File: src/rtl/tcmio_pkg.sv
// tcmio package: register map, field layout, codes and reset values
package tcmio_pkg;

  // ---------------------------------------------------------------
  // register map (index times four is the byte address)
  // ---------------------------------------------------------------
  localparam int AW = 20;
  localparam logic [15:0] MODE_IDX = 16'hFFD1;
  localparam logic [15:0] IOH_IDX  = 16'hFFD2;
  localparam logic [15:0] IOL_IDX  = 16'hFFD3;
  localparam logic [AW-1:0] MODE_ADDR = {2'h0, MODE_IDX, 2'h0};
  localparam logic [AW-1:0] IOH_ADDR  = {2'h0, IOH_IDX, 2'h0};
  localparam logic [AW-1:0] IOL_ADDR  = {2'h0, IOL_IDX, 2'h0};
  localparam logic [AW-1:0] GR_BASE   = 20'h3FF80;
  localparam logic [AW-1:0] STAT_ADDR = 20'h3FF90;

  // ---------------------------------------------------------------
  // fields and reset values
  // ---------------------------------------------------------------
  localparam int MODE_TOP = 3;
  localparam int MODE_PH  = 2;
  localparam int BUF_A    = 4;
  localparam int BUF_B    = 5;
  localparam logic [5:0]  MODE_RST = 6'h00;
  localparam logic [1:0]  MODE_RSV = 2'h3;
  localparam logic [7:0]  IOC_RST  = 8'h00;
  localparam logic [15:0] GR_RST   = 16'hFFFF;
  localparam int CB_CAP  = 3;
  localparam int CB_INIT = 2;

  // ---------------------------------------------------------------
  // codes
  // ---------------------------------------------------------------
  localparam logic [1:0] OC_OFF  = 2'h0;
  localparam logic [1:0] OC_LOW  = 2'h1;
  localparam logic [1:0] OC_HIGH = 2'h2;
  localparam logic [1:0] OC_TGL  = 2'h3;
  localparam logic [1:0] IC_RISE = 2'h0;
  localparam logic [1:0] IC_FALL = 2'h1;
  localparam logic [3:0] MC_NORMAL = 4'h0;
  localparam logic [3:0] MC_PWM1   = 4'h2;
  localparam logic [3:0] MC_PWM2   = 4'h3;

  typedef enum logic [2:0] {
    MD_NORMAL, MD_PWM1, MD_PWM2, MD_PH1, MD_PH2, MD_PH3, MD_PH4, MD_NONE
  } tcmio_mode_t;

endpackage : tcmio_pkg

File: src/rtl/tcmio_sync.sv
// tcmio_sync: two-stage synchroniser for one pin level
`timescale 1ns/1ps
module tcmio_sync (
  input  wire logic pclk,
  input  wire logic presetn,
  input  wire logic ce,
  input  wire logic d,
  output logic      q
);
  import tcmio_pkg::*;

  typedef struct packed {
    logic s1;
    logic s2;
  } tcmio_sync_t;

  tcmio_sync_t st_q;
  tcmio_sync_t st_d;

  always_comb begin
    st_d    = st_q;
    st_d.s1 = d;
    st_d.s2 = st_q.s1;
  end

  always_ff @(posedge pclk or negedge presetn) begin
    if (!presetn) begin
      st_q <= '0;
    end else if (ce) begin
      st_q <= st_d;
    end
  end

  assign q = st_q.s2;

endmodule : tcmio_sync

File: src/rtl/tcmio_chan.sv
// tcmio_chan: compare output and capture detect for one general register
`timescale 1ns/1ps
module tcmio_chan #(
  parameter int W = 16
) (
  input  wire logic         pclk,
  input  wire logic         presetn,
  input  wire logic         ce,
  input  wire logic [3:0]   code,
  input  wire logic         inhibit,
  input  wire logic [W-1:0] counter,
  input  wire logic [W-1:0] greg,
  input  wire logic         pin_lvl,
  output logic              cap_p,
  output logic              match_p,
  output logic              pin_out,
  output logic              pin_oe
);
  import tcmio_pkg::*;

  typedef struct packed {
    logic       pin_prev;
    logic       eq_prev;
    logic [3:0] code_prev;
    logic       cap;
    logic       match;
    logic       pout;
    logic       poe;
  } tcmio_chan_t;

  tcmio_chan_t st_q;
  tcmio_chan_t st_d;
  logic        eq;
  logic        rise;
  logic        fall;
  logic        oc;

  assign eq   = (counter == greg);
  assign rise = pin_lvl & ~st_q.pin_prev;
  assign fall = ~pin_lvl & st_q.pin_prev;
  assign oc   = ~inhibit & ~code[CB_CAP];

  always_comb begin
    st_d           = st_q;
    st_d.cap       = 1'b0;
    st_d.match     = 1'b0;
    st_d.pin_prev  = pin_lvl;
    st_d.eq_prev   = eq;
    st_d.code_prev = code;
    // capture only with bit 2 clear
    if (~inhibit && code[CB_CAP] && ~code[CB_INIT]) begin
      if (code[1:0] == IC_RISE) begin
        st_d.cap = rise;
      end else if (code[1:0] == IC_FALL) begin
        st_d.cap = fall;
      end else begin
        st_d.cap = rise | fall;
      end
    end
    st_d.poe = oc && (code[1:0] != OC_OFF);
    if (code != st_q.code_prev) begin
      st_d.pout = code[CB_INIT];
    end else if (oc && eq && ~st_q.eq_prev) begin
      st_d.match = 1'b1;
      unique case (code[1:0])
        OC_OFF:  st_d.pout = st_q.pout;
        OC_LOW:  st_d.pout = 1'b0;
        OC_HIGH: st_d.pout = 1'b1;
        OC_TGL:  st_d.pout = ~st_q.pout;
      endcase
    end
  end

  always_ff @(posedge pclk or negedge presetn) begin
    if (!presetn) begin
      st_q <= '0;
    end else if (ce) begin
      st_q <= st_d;
    end
  end

  assign cap_p   = st_q.cap;
  assign match_p = st_q.match;
  assign pin_out = st_q.pout;
  assign pin_oe  = st_q.poe;

endmodule : tcmio_chan

File: src/rtl/tcmio_top.sv
// tcmio_top: channel 0 mode, buffer and I/O control with APB access
//
// Implementation choice: the APB register port.
`timescale 1ns/1ps
module tcmio_top #(
  parameter int          W        = 16,
  parameter logic        PHASE_OK = 1'b0
) (
  input  wire logic               pclk,
  input  wire logic               presetn,
  input  wire logic               ce,
  input  wire logic               psel,
  input  wire logic               penable,
  input  wire logic               pwrite,
  input  wire logic [19:0]        paddr,
  input  wire logic [31:0]        pwdata,
  input  wire logic [3:0]         pstrb,
  output logic      [31:0]        prdata,
  output logic                    pready,
  output logic                    pslverr,
  input  wire logic [W-1:0]       channel_counter,
  input  wire logic [3:0]         ch0_pin_i,
  output logic      [3:0]         ch0_pin_o,
  output logic      [3:0]         ch0_pin_oe,
  output logic      [3:0]         cap_evt,
  output logic      [3:0]         match_evt,
  output tcmio_pkg::tcmio_mode_t  mode_sel,
  output logic                    buffer_pair_ac_select,
  output logic                    buffer_pair_bd_select
);
  import tcmio_pkg::*;

  // ---------------------------------------------------------------
  // state
  // ---------------------------------------------------------------
  typedef struct packed {
    logic [5:0]          mode;
    logic [7:0]          ioh;
    logic [7:0]          iol;
    logic [3:0][W-1:0]   gr;
    logic [31:0]         prdata;
    logic                pready;
    logic                pslverr;
    tcmio_mode_t         msel;
  } tcmio_top_t;

  tcmio_top_t q;
  tcmio_top_t n;

  logic [3:0] pin_lvl;
  logic [3:0] code [4];
  logic [3:0] inhibit;
  logic       setup;
  logic       acc;
  logic       hit_mode;
  logic       hit_ioh;
  logic       hit_iol;
  logic       hit_gr;
  logic       hit_stat;
  logic [1:0] gidx;

  function automatic tcmio_mode_t mode_decode(input logic [3:0] m);
    tcmio_mode_t r;
    r = MD_NONE;
    // top bit set selects no mode
    if (m[MODE_TOP]) begin
      r = MD_NONE;
    end else if (m[MODE_PH]) begin
      // phase codes void on this channel unless PHASE_OK is set
      if (PHASE_OK) begin
        unique case (m[1:0])
          2'h0: r = MD_PH1;
          2'h1: r = MD_PH2;
          2'h2: r = MD_PH3;
          2'h3: r = MD_PH4;
        endcase
      end
    end else if (m == MC_NORMAL) begin
      r = MD_NORMAL;
    end else if (m == MC_PWM1) begin
      r = MD_PWM1;
    end else if (m == MC_PWM2) begin
      r = MD_PWM2;
    end
    return r;
  endfunction : mode_decode

  // ---------------------------------------------------------------
  // pin synchronisers and per-register logic
  // ---------------------------------------------------------------
  // A from high low nibble, B from high upper nibble
  assign code[0] = q.ioh[3:0];
  assign code[1] = q.ioh[7:4];
  // C from low low nibble, D from low upper nibble
  assign code[2] = q.iol[3:0];
  assign code[3] = q.iol[7:4];
  assign inhibit[2] = q.mode[BUF_A];
  assign inhibit[3] = q.mode[BUF_B];
  assign inhibit[1:0] = 2'h0;

  for (genvar i = 0; i < 4; i++) begin : g_ch
    tcmio_sync u_sync (
      .pclk    (pclk),
      .presetn (presetn),
      .ce      (ce),
      .d       (ch0_pin_i[i]),
      .q       (pin_lvl[i])
    );
    tcmio_chan #(.W(W)) u_chan (
      .pclk    (pclk),
      .presetn (presetn),
      .ce      (ce),
      .code    (code[i]),
      .inhibit (inhibit[i]),
      .counter (channel_counter),
      .greg    (q.gr[i]),
      .pin_lvl (pin_lvl[i]),
      .cap_p   (cap_evt[i]),
      .match_p (match_evt[i]),
      .pin_out (ch0_pin_o[i]),
      .pin_oe  (ch0_pin_oe[i])
    );
  end

  // ---------------------------------------------------------------
  // APB decode
  // ---------------------------------------------------------------
  assign setup    = psel & ~penable;
  assign acc      = psel & penable & q.pready;
  assign hit_mode = (paddr == MODE_ADDR);
  assign hit_ioh  = (paddr == IOH_ADDR);
  assign hit_iol  = (paddr == IOL_ADDR);
  assign hit_gr   = (paddr[19:4] == GR_BASE[19:4]) && (paddr[1:0] == 2'h0);
  assign hit_stat = (paddr == STAT_ADDR);
  assign gidx     = paddr[3:2];

  // ---------------------------------------------------------------
  // next state
  // ---------------------------------------------------------------
  always_comb begin
    n      = q;
    n.msel = mode_decode(q.mode[3:0]);
    if (setup) begin
      n.pready  = 1'b1;
      n.pslverr = 1'b0;
      n.prdata  = 32'h0000_0000;
      if (hit_mode) begin
        n.prdata[7:0] = {MODE_RSV, q.mode};
      end else if (hit_ioh) begin
        n.prdata[7:0] = q.ioh;
      end else if (hit_iol) begin
        n.prdata[7:0] = q.iol;
      end else if (hit_gr) begin
        n.prdata[W-1:0] = q.gr[gidx];
      end else if (hit_stat) begin
        n.prdata[11:0] = {pin_lvl, ch0_pin_oe, ch0_pin_o};
      end else begin
        n.pslverr = 1'b1;
      end
    end
    if (acc) begin
      n.pready  = 1'b0;
      n.pslverr = 1'b0;
      if (pwrite && !q.pslverr) begin
        if (hit_mode && pstrb[0]) begin
          n.mode = pwdata[5:0];
        end
        if (hit_ioh && pstrb[0]) begin
          n.ioh = pwdata[7:0];
        end
        if (hit_iol && pstrb[0]) begin
          n.iol = pwdata[7:0];
        end
        if (hit_gr && pstrb[0]) begin
          n.gr[gidx][7:0] = pwdata[7:0];
        end
        if (hit_gr && pstrb[1]) begin
          n.gr[gidx][15:8] = pwdata[15:8];
        end
      end
    end
    // hardware updates win over a same-cycle software write
    for (int i = 0; i < 2; i++) begin
      if (cap_evt[i]) begin
        // paired capture pushes old value to buffer
        if (q.mode[BUF_A + i]) begin
          n.gr[i + 2] = q.gr[i];
        end
        n.gr[i] = channel_counter;
      end else if (match_evt[i] && q.mode[BUF_A + i]) begin
        n.gr[i] = q.gr[i + 2];
      end
      if (cap_evt[i + 2]) begin
        n.gr[i + 2] = channel_counter;
      end
    end
  end

  always_ff @(posedge pclk or negedge presetn) begin
    if (!presetn) begin
      q.mode    <= MODE_RST;
      q.ioh     <= IOC_RST;
      q.iol     <= IOC_RST;
      q.gr      <= {4{GR_RST}};
      q.prdata  <= 32'h0000_0000;
      q.pready  <= 1'b0;
      q.pslverr <= 1'b0;
      q.msel    <= MD_NORMAL;
    end else if (ce) begin
      q <= n;
    end
  end

  assign prdata                = q.prdata;
  assign pready                = q.pready;
  assign pslverr               = q.pslverr;
  assign mode_sel              = q.msel;
  assign buffer_pair_ac_select = q.mode[BUF_A];
  assign buffer_pair_bd_select = q.mode[BUF_B];
endmodule : tcmio_top

File: config.mk
export PLATFORM = sky130hd
export DESIGN_NAME = tcmio_top
export DESIGN_NICKNAME = d
export VERILOG_FILES = /design/src/rtl/tcmio_pkg.sv /design/src/rtl/tcmio_sync.sv /design/src/rtl/tcmio_chan.sv /design/src/rtl/tcmio_top.sv
export SDC_FILE = /design/constraint.sdc
export NUM_CORES = 1
export LEC_CHECK = 0
export BUFFER_PORTS_ARGS = -buffer_cell sky130_fd_sc_hd__buf_4
export CAP_MARGIN = 0
export CELL_PAD_IN_SITES_DETAIL_PLACEMENT = 1
export CELL_PAD_IN_SITES_GLOBAL_PLACEMENT = 1
export CORE_ASPECT_RATIO = 1.1
export CORE_MARGIN = 1
export CORE_UTILIZATION = 31
export CTS_CLUSTER_SIZE = 14
export DETAILED_ROUTE_END_ITERATION = 6
export GPL_TIMING_DRIVEN = 0
export PLACE_DENSITY_LB_ADDON = 0.1
export SETUP_SLACK_MARGIN = 0.2
export SLEW_MARGIN = 20
export SYNTH_ARGS = -nofsm -noshare
export SYNTH_HDL_FRONTEND = slang
export SYNTH_SLANG_ARGS = --single-unit
export TNS_END_PERCENT = 1
File: constraint.sdc
create_clock -name pclk -period 4.95 [get_ports pclk]
set_input_delay 0.99 -clock pclk [delete_from_list [all_inputs] [get_ports pclk]]
set_output_delay 0.99 -clock pclk [all_outputs]
set_load 0.02 [all_outputs]
After elaboration in Yosys (flattened, before gate mapping) --
Index checks and enable logic that the tools add are counted.
Operators by class: magnitude comparators 2, equal/unequal tests 31, mux-type cells 73, bitwise logic cells 44, reduce and logical (&&, ||, !) cells 59
Operators by type and width (count):
- 64-bit two-way mux | 6
- 16-bit two-way mux | 12
- 64-bit bitwise mux | 2
- 20-bit by 18-bit equality test with 1-bit output, second input constant | 4
- 16-bit demux with 2-bit select | 2
- 16-bit equality test | 4
- 8-bit two-way mux | 7
- 16-bit binary-select mux with 2-bit select | 1
- 1-bit logical AND | 28
- 1-bit inverter | 27
- 1-bit two-way mux | 25
- 12-bit two-way mux | 2
- 3-bit AND reduction | 6
- 2-bit nonzero test | 9
- 16-bit by 14-bit equality test with 1-bit output, second input constant | 1
- 2-bit equality test, second input constant | 8
- 4-bit != test | 4
- 3-bit two-way mux | 5
- 1-bit AND | 13
- 2-bit two-way mux | 6
- 1-bit case mux with 3 select lines | 4
- 4-bit AND reduction | 3
- 3-bit nonzero test | 4
- 2-bit logical NOT | 5
- 10 further kinds | 21
Word-level totals: flip-flop bits (word level) 155, word-level logic and storage cells 256

Depth between registers and ports, before layout --
Gate-level depths: netlist (run 1).
depth in word-level cells 15, gate-level depth with buffers 8, depth with buffers taken out 7

By module --
From an unflattened synthesis (run 1), not the netlist that was laid out.
Second synthesis, totals: cell total of the unflattened synthesis 975, area total of the unflattened synthesis 9739.3 µm²
By module, submodules not included:
- tcmio_top | times used 1, cells each 679, area each 6621.4 µm², sequential area each 2757.6 µm²
- tcmio_chan | times used 4, cells each 70, area each 706.9 µm², sequential area each 250.2 µm²
- tcmio_sync | times used 4, cells each 4, area each 72.6 µm², sequential area each 50.0 µm²

Worst setup path after synthesis (run 1) --
OpenSTA, ideal clock, no wires.
path type input to register, from in paddr[18], to reg q[89] (netlist name), setup time 0.083 ns, arrival 2.800 ns, required time 4.867 ns, slack 2.066 ns, cell stages on the path 7, buffers on the path 2, cells stage by stage and4bb_2 -> nand4bb_1 -> buf_2 -> nor4b_1 -> buf_2 -> mux2_2 -> a221o_1
On the way: word-level cells in the longest chain between the ends 13, elaborated cells between the ends (all ways) 14, those cells by class 1 x eq/ne; 10 x mux; 3 x reduce/logical
RTL lines:
- from (decl) | RTL line tcmio_top.sv:15 | input wire logic [19:0] paddr,
- 16-bit by 14-bit equality test with 1-bit output * | RTL line tcmio_top.sv:133 | assign hit_gr = (paddr[19:4] == GR_BASE[19:4]) && (paddr[1:0] == 2'h0);
- 1-bit logical AND * | RTL line tcmio_top.sv:133
- 1-bit logical AND | RTL line tcmio_top.sv:174 | if (hit_gr && pstrb[0]) begin
- 64-bit two-way mux | RTL line tcmio_top.sv:174
- 64-bit two-way mux | RTL line tcmio_top.sv:164 | if (pwrite && !q.pslverr) begin
- 64-bit two-way mux | RTL line tcmio_top.sv:161 | if (acc) begin
- 64-bit bitwise mux | RTL line tcmio_top.sv:178 | n.gr[gidx][15:8] = pwdata[15:8];
- 64-bit two-way mux * | RTL line tcmio_top.sv:177 | if (hit_gr && pstrb[1]) begin
- 64-bit two-way mux * | RTL line tcmio_top.sv:164
- 64-bit two-way mux * | RTL line tcmio_top.sv:161
- 16-bit two-way mux | RTL line tcmio_top.sv:186 | if (q.mode[BUF_A + i]) begin
- 16-bit two-way mux * | RTL line tcmio_top.sv:184 | if (cap_evt[i]) begin
- 16-bit two-way mux * | RTL line tcmio_top.sv:193 | if (cap_evt[i + 2]) begin
- to (signal assigned) | RTL line tcmio_top.sv:210 | q <= n;
- to (decl) | RTL line tcmio_top.sv:47 | tcmio_top_t q;
Mark *: on every way between the ends. The rest lies on a longest branch, timed or not. The select of a mux whose other input is x is not followed. A chain may end at the register's enable or synchronous reset.

Final worst setup path (run 1) --
from in paddr[3], to reg q[68] (netlist name)
On the way: word-level cells in the longest chain between the ends 11, elaborated cells between the ends (all ways) 16, those cells by class 2 x order compare; 13 x mux; 1 x reduce/logical
RTL lines:
- parallel branches: the longest is 6 deep, another holds 2-bit by 3-bit less-than comparator with 1-bit output
- 64-bit two-way mux * | RTL line tcmio_top.sv:177
- 64-bit two-way mux * | RTL line tcmio_top.sv:164
- 64-bit two-way mux * | RTL line tcmio_top.sv:161
- 16-bit two-way mux * | RTL line tcmio_top.sv:190 | end else if (match_evt[i] && q.mode[BUF_A + i]) begin
- 16-bit two-way mux * | RTL line tcmio_top.sv:184
Every way passes the cells marked *. The select of a mux whose other input is x is not followed.

==> flow_summary.toml, run 1 <==
[synthesis]
ys_dominant_reg_cell = "dfrtp_1"
synth_mux_area_share_pct = 16.3
yosys_warnings = 0
synth_cells = 982
synthSimpleGateAreaFrac_pct = 12.9
synth_compound_area_share_pct = 14.5
yosys-top-cells-area = "dfrtp_1 23%, dfstp_2 17%, mux2_2 8.3%, xnor2_1 7.1%, mux2i_1 4.0%"
synth.avg_cell_area_sq_um = 10.0
synth_top_area_share_pct = 23.1
yosys.cell_types.count = 64
synth_top_family_by_area = "multiplexers"
ys_ff_latch = 155
synth_area_leader_cell = "dfrtp_1"
async_reset_ff_share_pct = 100
syn-cell-area_sq_um = 9860
synthXorXnorAreaFrac_pct = 7.11
seq_area_frac_synth_pct = 40.2
synth_adder_area_share_pct = 1.02
synth_edf_count = 0

[clock_tree]
clockBufferDepth = 2
numCtsBuffers = 17
cts_tree = "yes"
cts.repair.resized = 0
cts-root-buf = "clkbuf_16"
clk_pin_slew_worst_paths_ns = 0.07
cts_setup_buffers = 0
cts.sinks = 155
clkLatencyLatePin_ns = 0.46
h-tree-depth = 4
hold_buffers = 0

[placed_design]
dp_slack_ns = 0.993
place_area_sq_um = 11100
globalplace.congestion = 0.877
io_buffers = 85
place_inst = 1504
hpwlAfterDp_um = 29200

[setup_path]
slowest_delay_ns = 0.98
cp.arrival_ns = 3.90
worstSetupPathType = "in2reg"
cpMaxStageDelayCell = "nor4b_2"
crit_path_end_kind = "flip-flop"
required_ns = 5.34
crit_chain = "buf_4 -> clkbuf_1 -> nand2b_1 -> nor2_1 -> nor4b_2 -> a222oi_1 -> a21oi_1"
worstSetupStartpointType = "input port"
cp_max_fo = 10

[final_layout]
syn2layout_area_growth_pct = 19.5
final_common_cell = "buf_4"
layout-drive-gt1-share_pct = 31.5
fin_util_pct = 37.6
diodes = 0
fillers = 3621
most-common-layout-cells = "135 x buf_4, 91 x dfrtp_1, 80 x xnor2_1"
fin_cells = 1536
multi_input_area_sq_um = 5190
design_area_sq_um = 11800
ff_latch_area_sq_um = 3960
num-nets-final = 1193

[drt]
routed_via_density = 5.39
drt_first_iter_violations = 556
drc = 0
wl_um = 38900
final_antenna_net_count = 0
firstDrtPassIters = 6
avgRoutedWirePerCell_um = 25.3
vias = 8284

[floorplanning]
coreArea_sq_um = 31300
dieArea_sq_um = 32500
start_util_pct = 31.5
die_h_um = 189
die_x_um = 172
rows = 68
num_io_pins = 137

[timing]
finalHoldViolCount = 0
setup_ws_ns = 1.43
hold_slack_ns = 0.433
period_share_pct = 71.0
fmax_mhz = 284
worst_pin_slew_ns = 1.12
setup_tns_ns = 0
setup_violations = 0
rsz0062_at_grt = "false"
drv_slew = 0
clock_skew_ns = 0.0124
finalCriticalPeriod_ns = 3.52
slew-limit-headroom_pct = 24.3

[pwr]
leakage_nw = 5.03
comb_power_share_pct = 15.8
vdd_drop_max_mv = 0.258
total_power_mw = 3.52
p_int_mw = 2.46
p_per_area_nw_per_um2 = 299
p_sw_share_pct = 30.0
p_seq_share_pct = 43.5
p_sw_mw = 1.06
p_clk_share_pct = 40.7

[global_routing]
first_global_vias = 8664
gr-total-overflow = 0
grt_pass1_wl_um = 58300
grt_usage_pct = 24.9
antenna_found_initial = 0
grt_max_degree = 58

[run_status]
status = "completed"

[flow_run]
max_cap_violations = 0

[min_path]
min_path_type = "in2async"
## critical path: cells and delay by family
kind,cells,cell delay [ns]
buf+inv,2,0.43
compound gates,2,0.40
simple gates,3,2.07
## sequential cells by signal, indices dropped and copies added, names as in the netlist
signal	cells
buffer_pair_ac_select	1
buffer_pair_bd_select	1
code	16
g_ch.u_chan.cap_p	4
g_ch.u_chan.match_p	4
g_ch.u_chan.pin_oe	4
g_ch.u_chan.pin_out	4
g_ch.u_chan.st_q	24
g_ch.u_sync.q	4
g_ch.u_sync.st_d	4
mode_sel	3
prdata	16
pready	1
pslverr	1
q	68
## power groups by stage
stage / Combinational, mW / Clock (mW) / Sequential, mW
after floorplan: 0.339 / 0 / 1.50
after global placement: 0.540 / 0 / 1.55
after detailed placement: 0.555 / 0 / 1.55
after CTS: 0.558 / 1.48 / 1.53
after global routing: 0.601 / 1.51 / 1.54
final: 0.556 / 1.43 / 1.53
## path summary, 6_finish.rpt
kind                                      startpoint         end  slack (ns)  cells past startpoint
worst min-delay path                         presetn  prdata[10]        0.43                      1
min in group pclk                          prdata[8]   prdata[8]        0.48                      2
worst min register to register             prdata[8]   prdata[8]        0.48                      2
max in group asynchronous                    presetn       q[55]        3.82                      2
worst max-delay path                        paddr[3]       q[68]        1.43                      7
worst max register to register  g_ch[1].u_chan.cap_p       q[68]        1.70                      6
## cell type report
cell class                 count  share of cell area [%]
buffer                       130                    5.93
clock buffer                  18                    3.73
inverter                      23                   0.733
timing repair buffer          87                    5.95
sequential                   155                    33.6
multi-input combinational    689                    44.0
tap                          420                    4.46
clock inverter                14                    1.55
## cells in the mapped netlist (3+ instances only)
cell type / number
buf_4: 51
o22ai_1: 3
nor4_1: 14
mux2_2: 73
a22o_1: 4
nor3b_1: 3
dfrtp_1: 91
a21o_1: 8
o21ai_0: 51
a221o_1: 3
nand2_1: 69
and3_1: 10
or3_1: 3
nand2b_1: 4
a222oi_1: 16
nor3_1: 10
or2_2: 3
nand3_1: 3
dfstp_2: 64
o221ai_1: 23
mux2i_1: 39
nor2_1: 59
a22oi_1: 22
nand4_1: 26
nor2b_1: 10
nand4b_1: 5
mux4_2: 16
ha_1: 8
a221oi_1: 6
nand3b_1: 5
or4_1: 3
inv_1: 22
a21oi_1: 61
clkbuf_1: 63
xnor2_1: 80
buf_2: 9
buf_1: 6
## cells by family (layout without fill, tap and decap cells)
family          after synthesis  count (layout)
compound gates              214             214
xor+xnor                     80              80
fa+ha+maj                     8               8
buf+inv                     153             272
flops                       155             155
mux                         130             130
other cells                   1              16
simple gates                241             241
## metal layers
| metal | vias up | wire (um) | track usage (%) |
|---|---|---|---|
| met5 | - | 0 | 0 |
| met4 | 0 | 885 | 8.51 |
| met3 | 43 | 1100 | 3.34 |
| met2 | 170 | 19900 | 42.9 |
| met1 | 4300 | 17100 | 31.8 |
| li1 | 3771 | - | - |
Note: power is estimated with default switching activity, not from simulation.
==> inputs of run 2 (changes only) <==
==> constraint.sdc (replaced) <==
create_clock -name pclk -period 3.3 [get_ports pclk]
set_input_delay 0.66 -clock pclk [delete_from_list [all_inputs] [get_ports pclk]]
set_output_delay 0.66 -clock pclk [all_outputs]
set_load 0.02 [all_outputs]
==> flow_summary.toml, run 2 (synthesized netlist as in run 1, its figures left out) <==
[run_status]
status = "completed"

[pwr]
p_per_area_nw_per_um2 = 448
leakage_nw = 5.06
total_power_mw = 5.28
vdd_drop_max_mv = 0.390

[drt]
wl_um = 39000
vias = 8323
drc = 0
routed_via_density = 5.42
drt_first_iter_violations = 583
final_antenna_net_count = 0
avgRoutedWirePerCell_um = 25.4
firstDrtPassIters = 6

[floorplanning]
num_io_pins = 137
rows = 68
die_h_um = 189
coreArea_sq_um = 31300
dieArea_sq_um = 32500
die_x_um = 172
start_util_pct = 31.5

[final_layout]
layout-drive-gt1-share_pct = 31.5
fin_util_pct = 37.7
reg.largest.list = "q (68), g_ch.u_chan.st_q (24)"
final_common_cell = "buf_4"
diodes = 0
most-common-layout-cells = "135 x buf_4, 91 x dfrtp_1, 80 x xnor2_1"
multi_input_area_sq_um = 5200
design_area_sq_um = 11800
syn2layout_area_growth_pct = 19.7
ff_latch_area_sq_um = 3960
fin_cells = 1536
regMostFlops = "q"
largest_register_ffs = 68
num-nets-final = 1193
fillers = 3620

[clock_tree]
cts-root-buf = "clkbuf_16"
numCtsBuffers = 17
cts.sinks = 155
cts_tree = "yes"
h-tree-depth = 4
clockBufferDepth = 2
clk_pin_slew_worst_paths_ns = 0.07
hold_buffers = 0
clkLatencyLatePin_ns = 0.46
cts.repair.resized = 1
cts_setup_buffers = 0

[timing]
fmax_mhz = 337
rsz0062_at_grt = "false"
setup_violations = 0
finalHoldViolCount = 0
slew-limit-headroom_pct = 23.1
setup_ws_ns = 0.336
finalCriticalPeriod_ns = 2.96
clock_skew_ns = 0.0121
worst_pin_slew_ns = 1.14
setup_tns_ns = 0
period_share_pct = 89.8
drv_slew = 0
hold_slack_ns = 0.100

[setup_path]
worstSetupStartpointType = "flip-flop"
path_buf_inv = 1
slowest_delay_ns = 0.79
required_ns = 3.69
cp.arrival_ns = 3.35
crit_family = "simple AND/OR/NAND/NOR gates"
crit_path_end_kind = "flip-flop"
cp_max_fo = 10
crit_chain = "clkbuf_1 -> a21o_1 -> nor2_1 -> nor4b_4 -> a222oi_1 -> a21oi_1"
cpMaxStageDelayCell = "nor2_1"
worstSetupPathType = "reg2reg"

[placed_design]
io_buffers = 85
hpwlAfterDp_um = 29200
globalplace.congestion = 0.877
place_inst = 1504
dp_slack_ns = -0.327
place_area_sq_um = 11100

[global_routing]
grt_max_degree = 58
grt_pass1_wl_um = 58300
gr-total-overflow = 0
grt_usage_pct = 24.9
antenna_found_initial = 0
first_global_vias = 8662

[flow_run]
max_cap_violations = 0

[min_path]
min_path_type = "in2async"
## run 2: layer usage
metal / wire length, um / track usage [%] / share of wire (%)
met2: 19900 / 42.9 / 51
met1: 16900 / 31.8 / 43
met5: 0 / 0 / 0
met4: 903 / 8.51 / 2.3
met3: 1320 / 3.34 / 3.4
## run 2: final timing paths
kind / cells past startpoint / end / start / slack (ns)
setup / recovery: 6 / q[68] / g_ch[1].u_chan.cap_p / 0.34
hold / removal: 1 / prdata[10] / presetn / 0.10
setup reg to reg: 6 / q[68] / g_ch[1].u_chan.cap_p / 0.34
hold reg to reg: 2 / prdata[8] / prdata[8] / 0.48
max in group asynchronous: 2 / q[55] / presetn / 2.51
min in group pclk: 2 / g_ch[2].u_sync.st_d[0] / ch0_pin_i[2] / 0.44
## run 2: layout make-up
class,count,share of cell area (%)
clock inverter,14,1.55
timing repair buffer,87,5.94
inverter,23,0.732
tap,420,4.45
clock buffer,18,3.72
sequential,155,33.6
buffer,130,5.92
multi-input combinational,689,44.1
## run 2: where the power goes
| group | switching [mW] | internal [mW] | leakage, nW |
|---|---|---|---|
| sequential | 0.194 | 2.10 | 1.91 |
| combinational | 0.468 | 0.366 | 2.86 |
| clock | 0.927 | 1.23 | 0.300 |
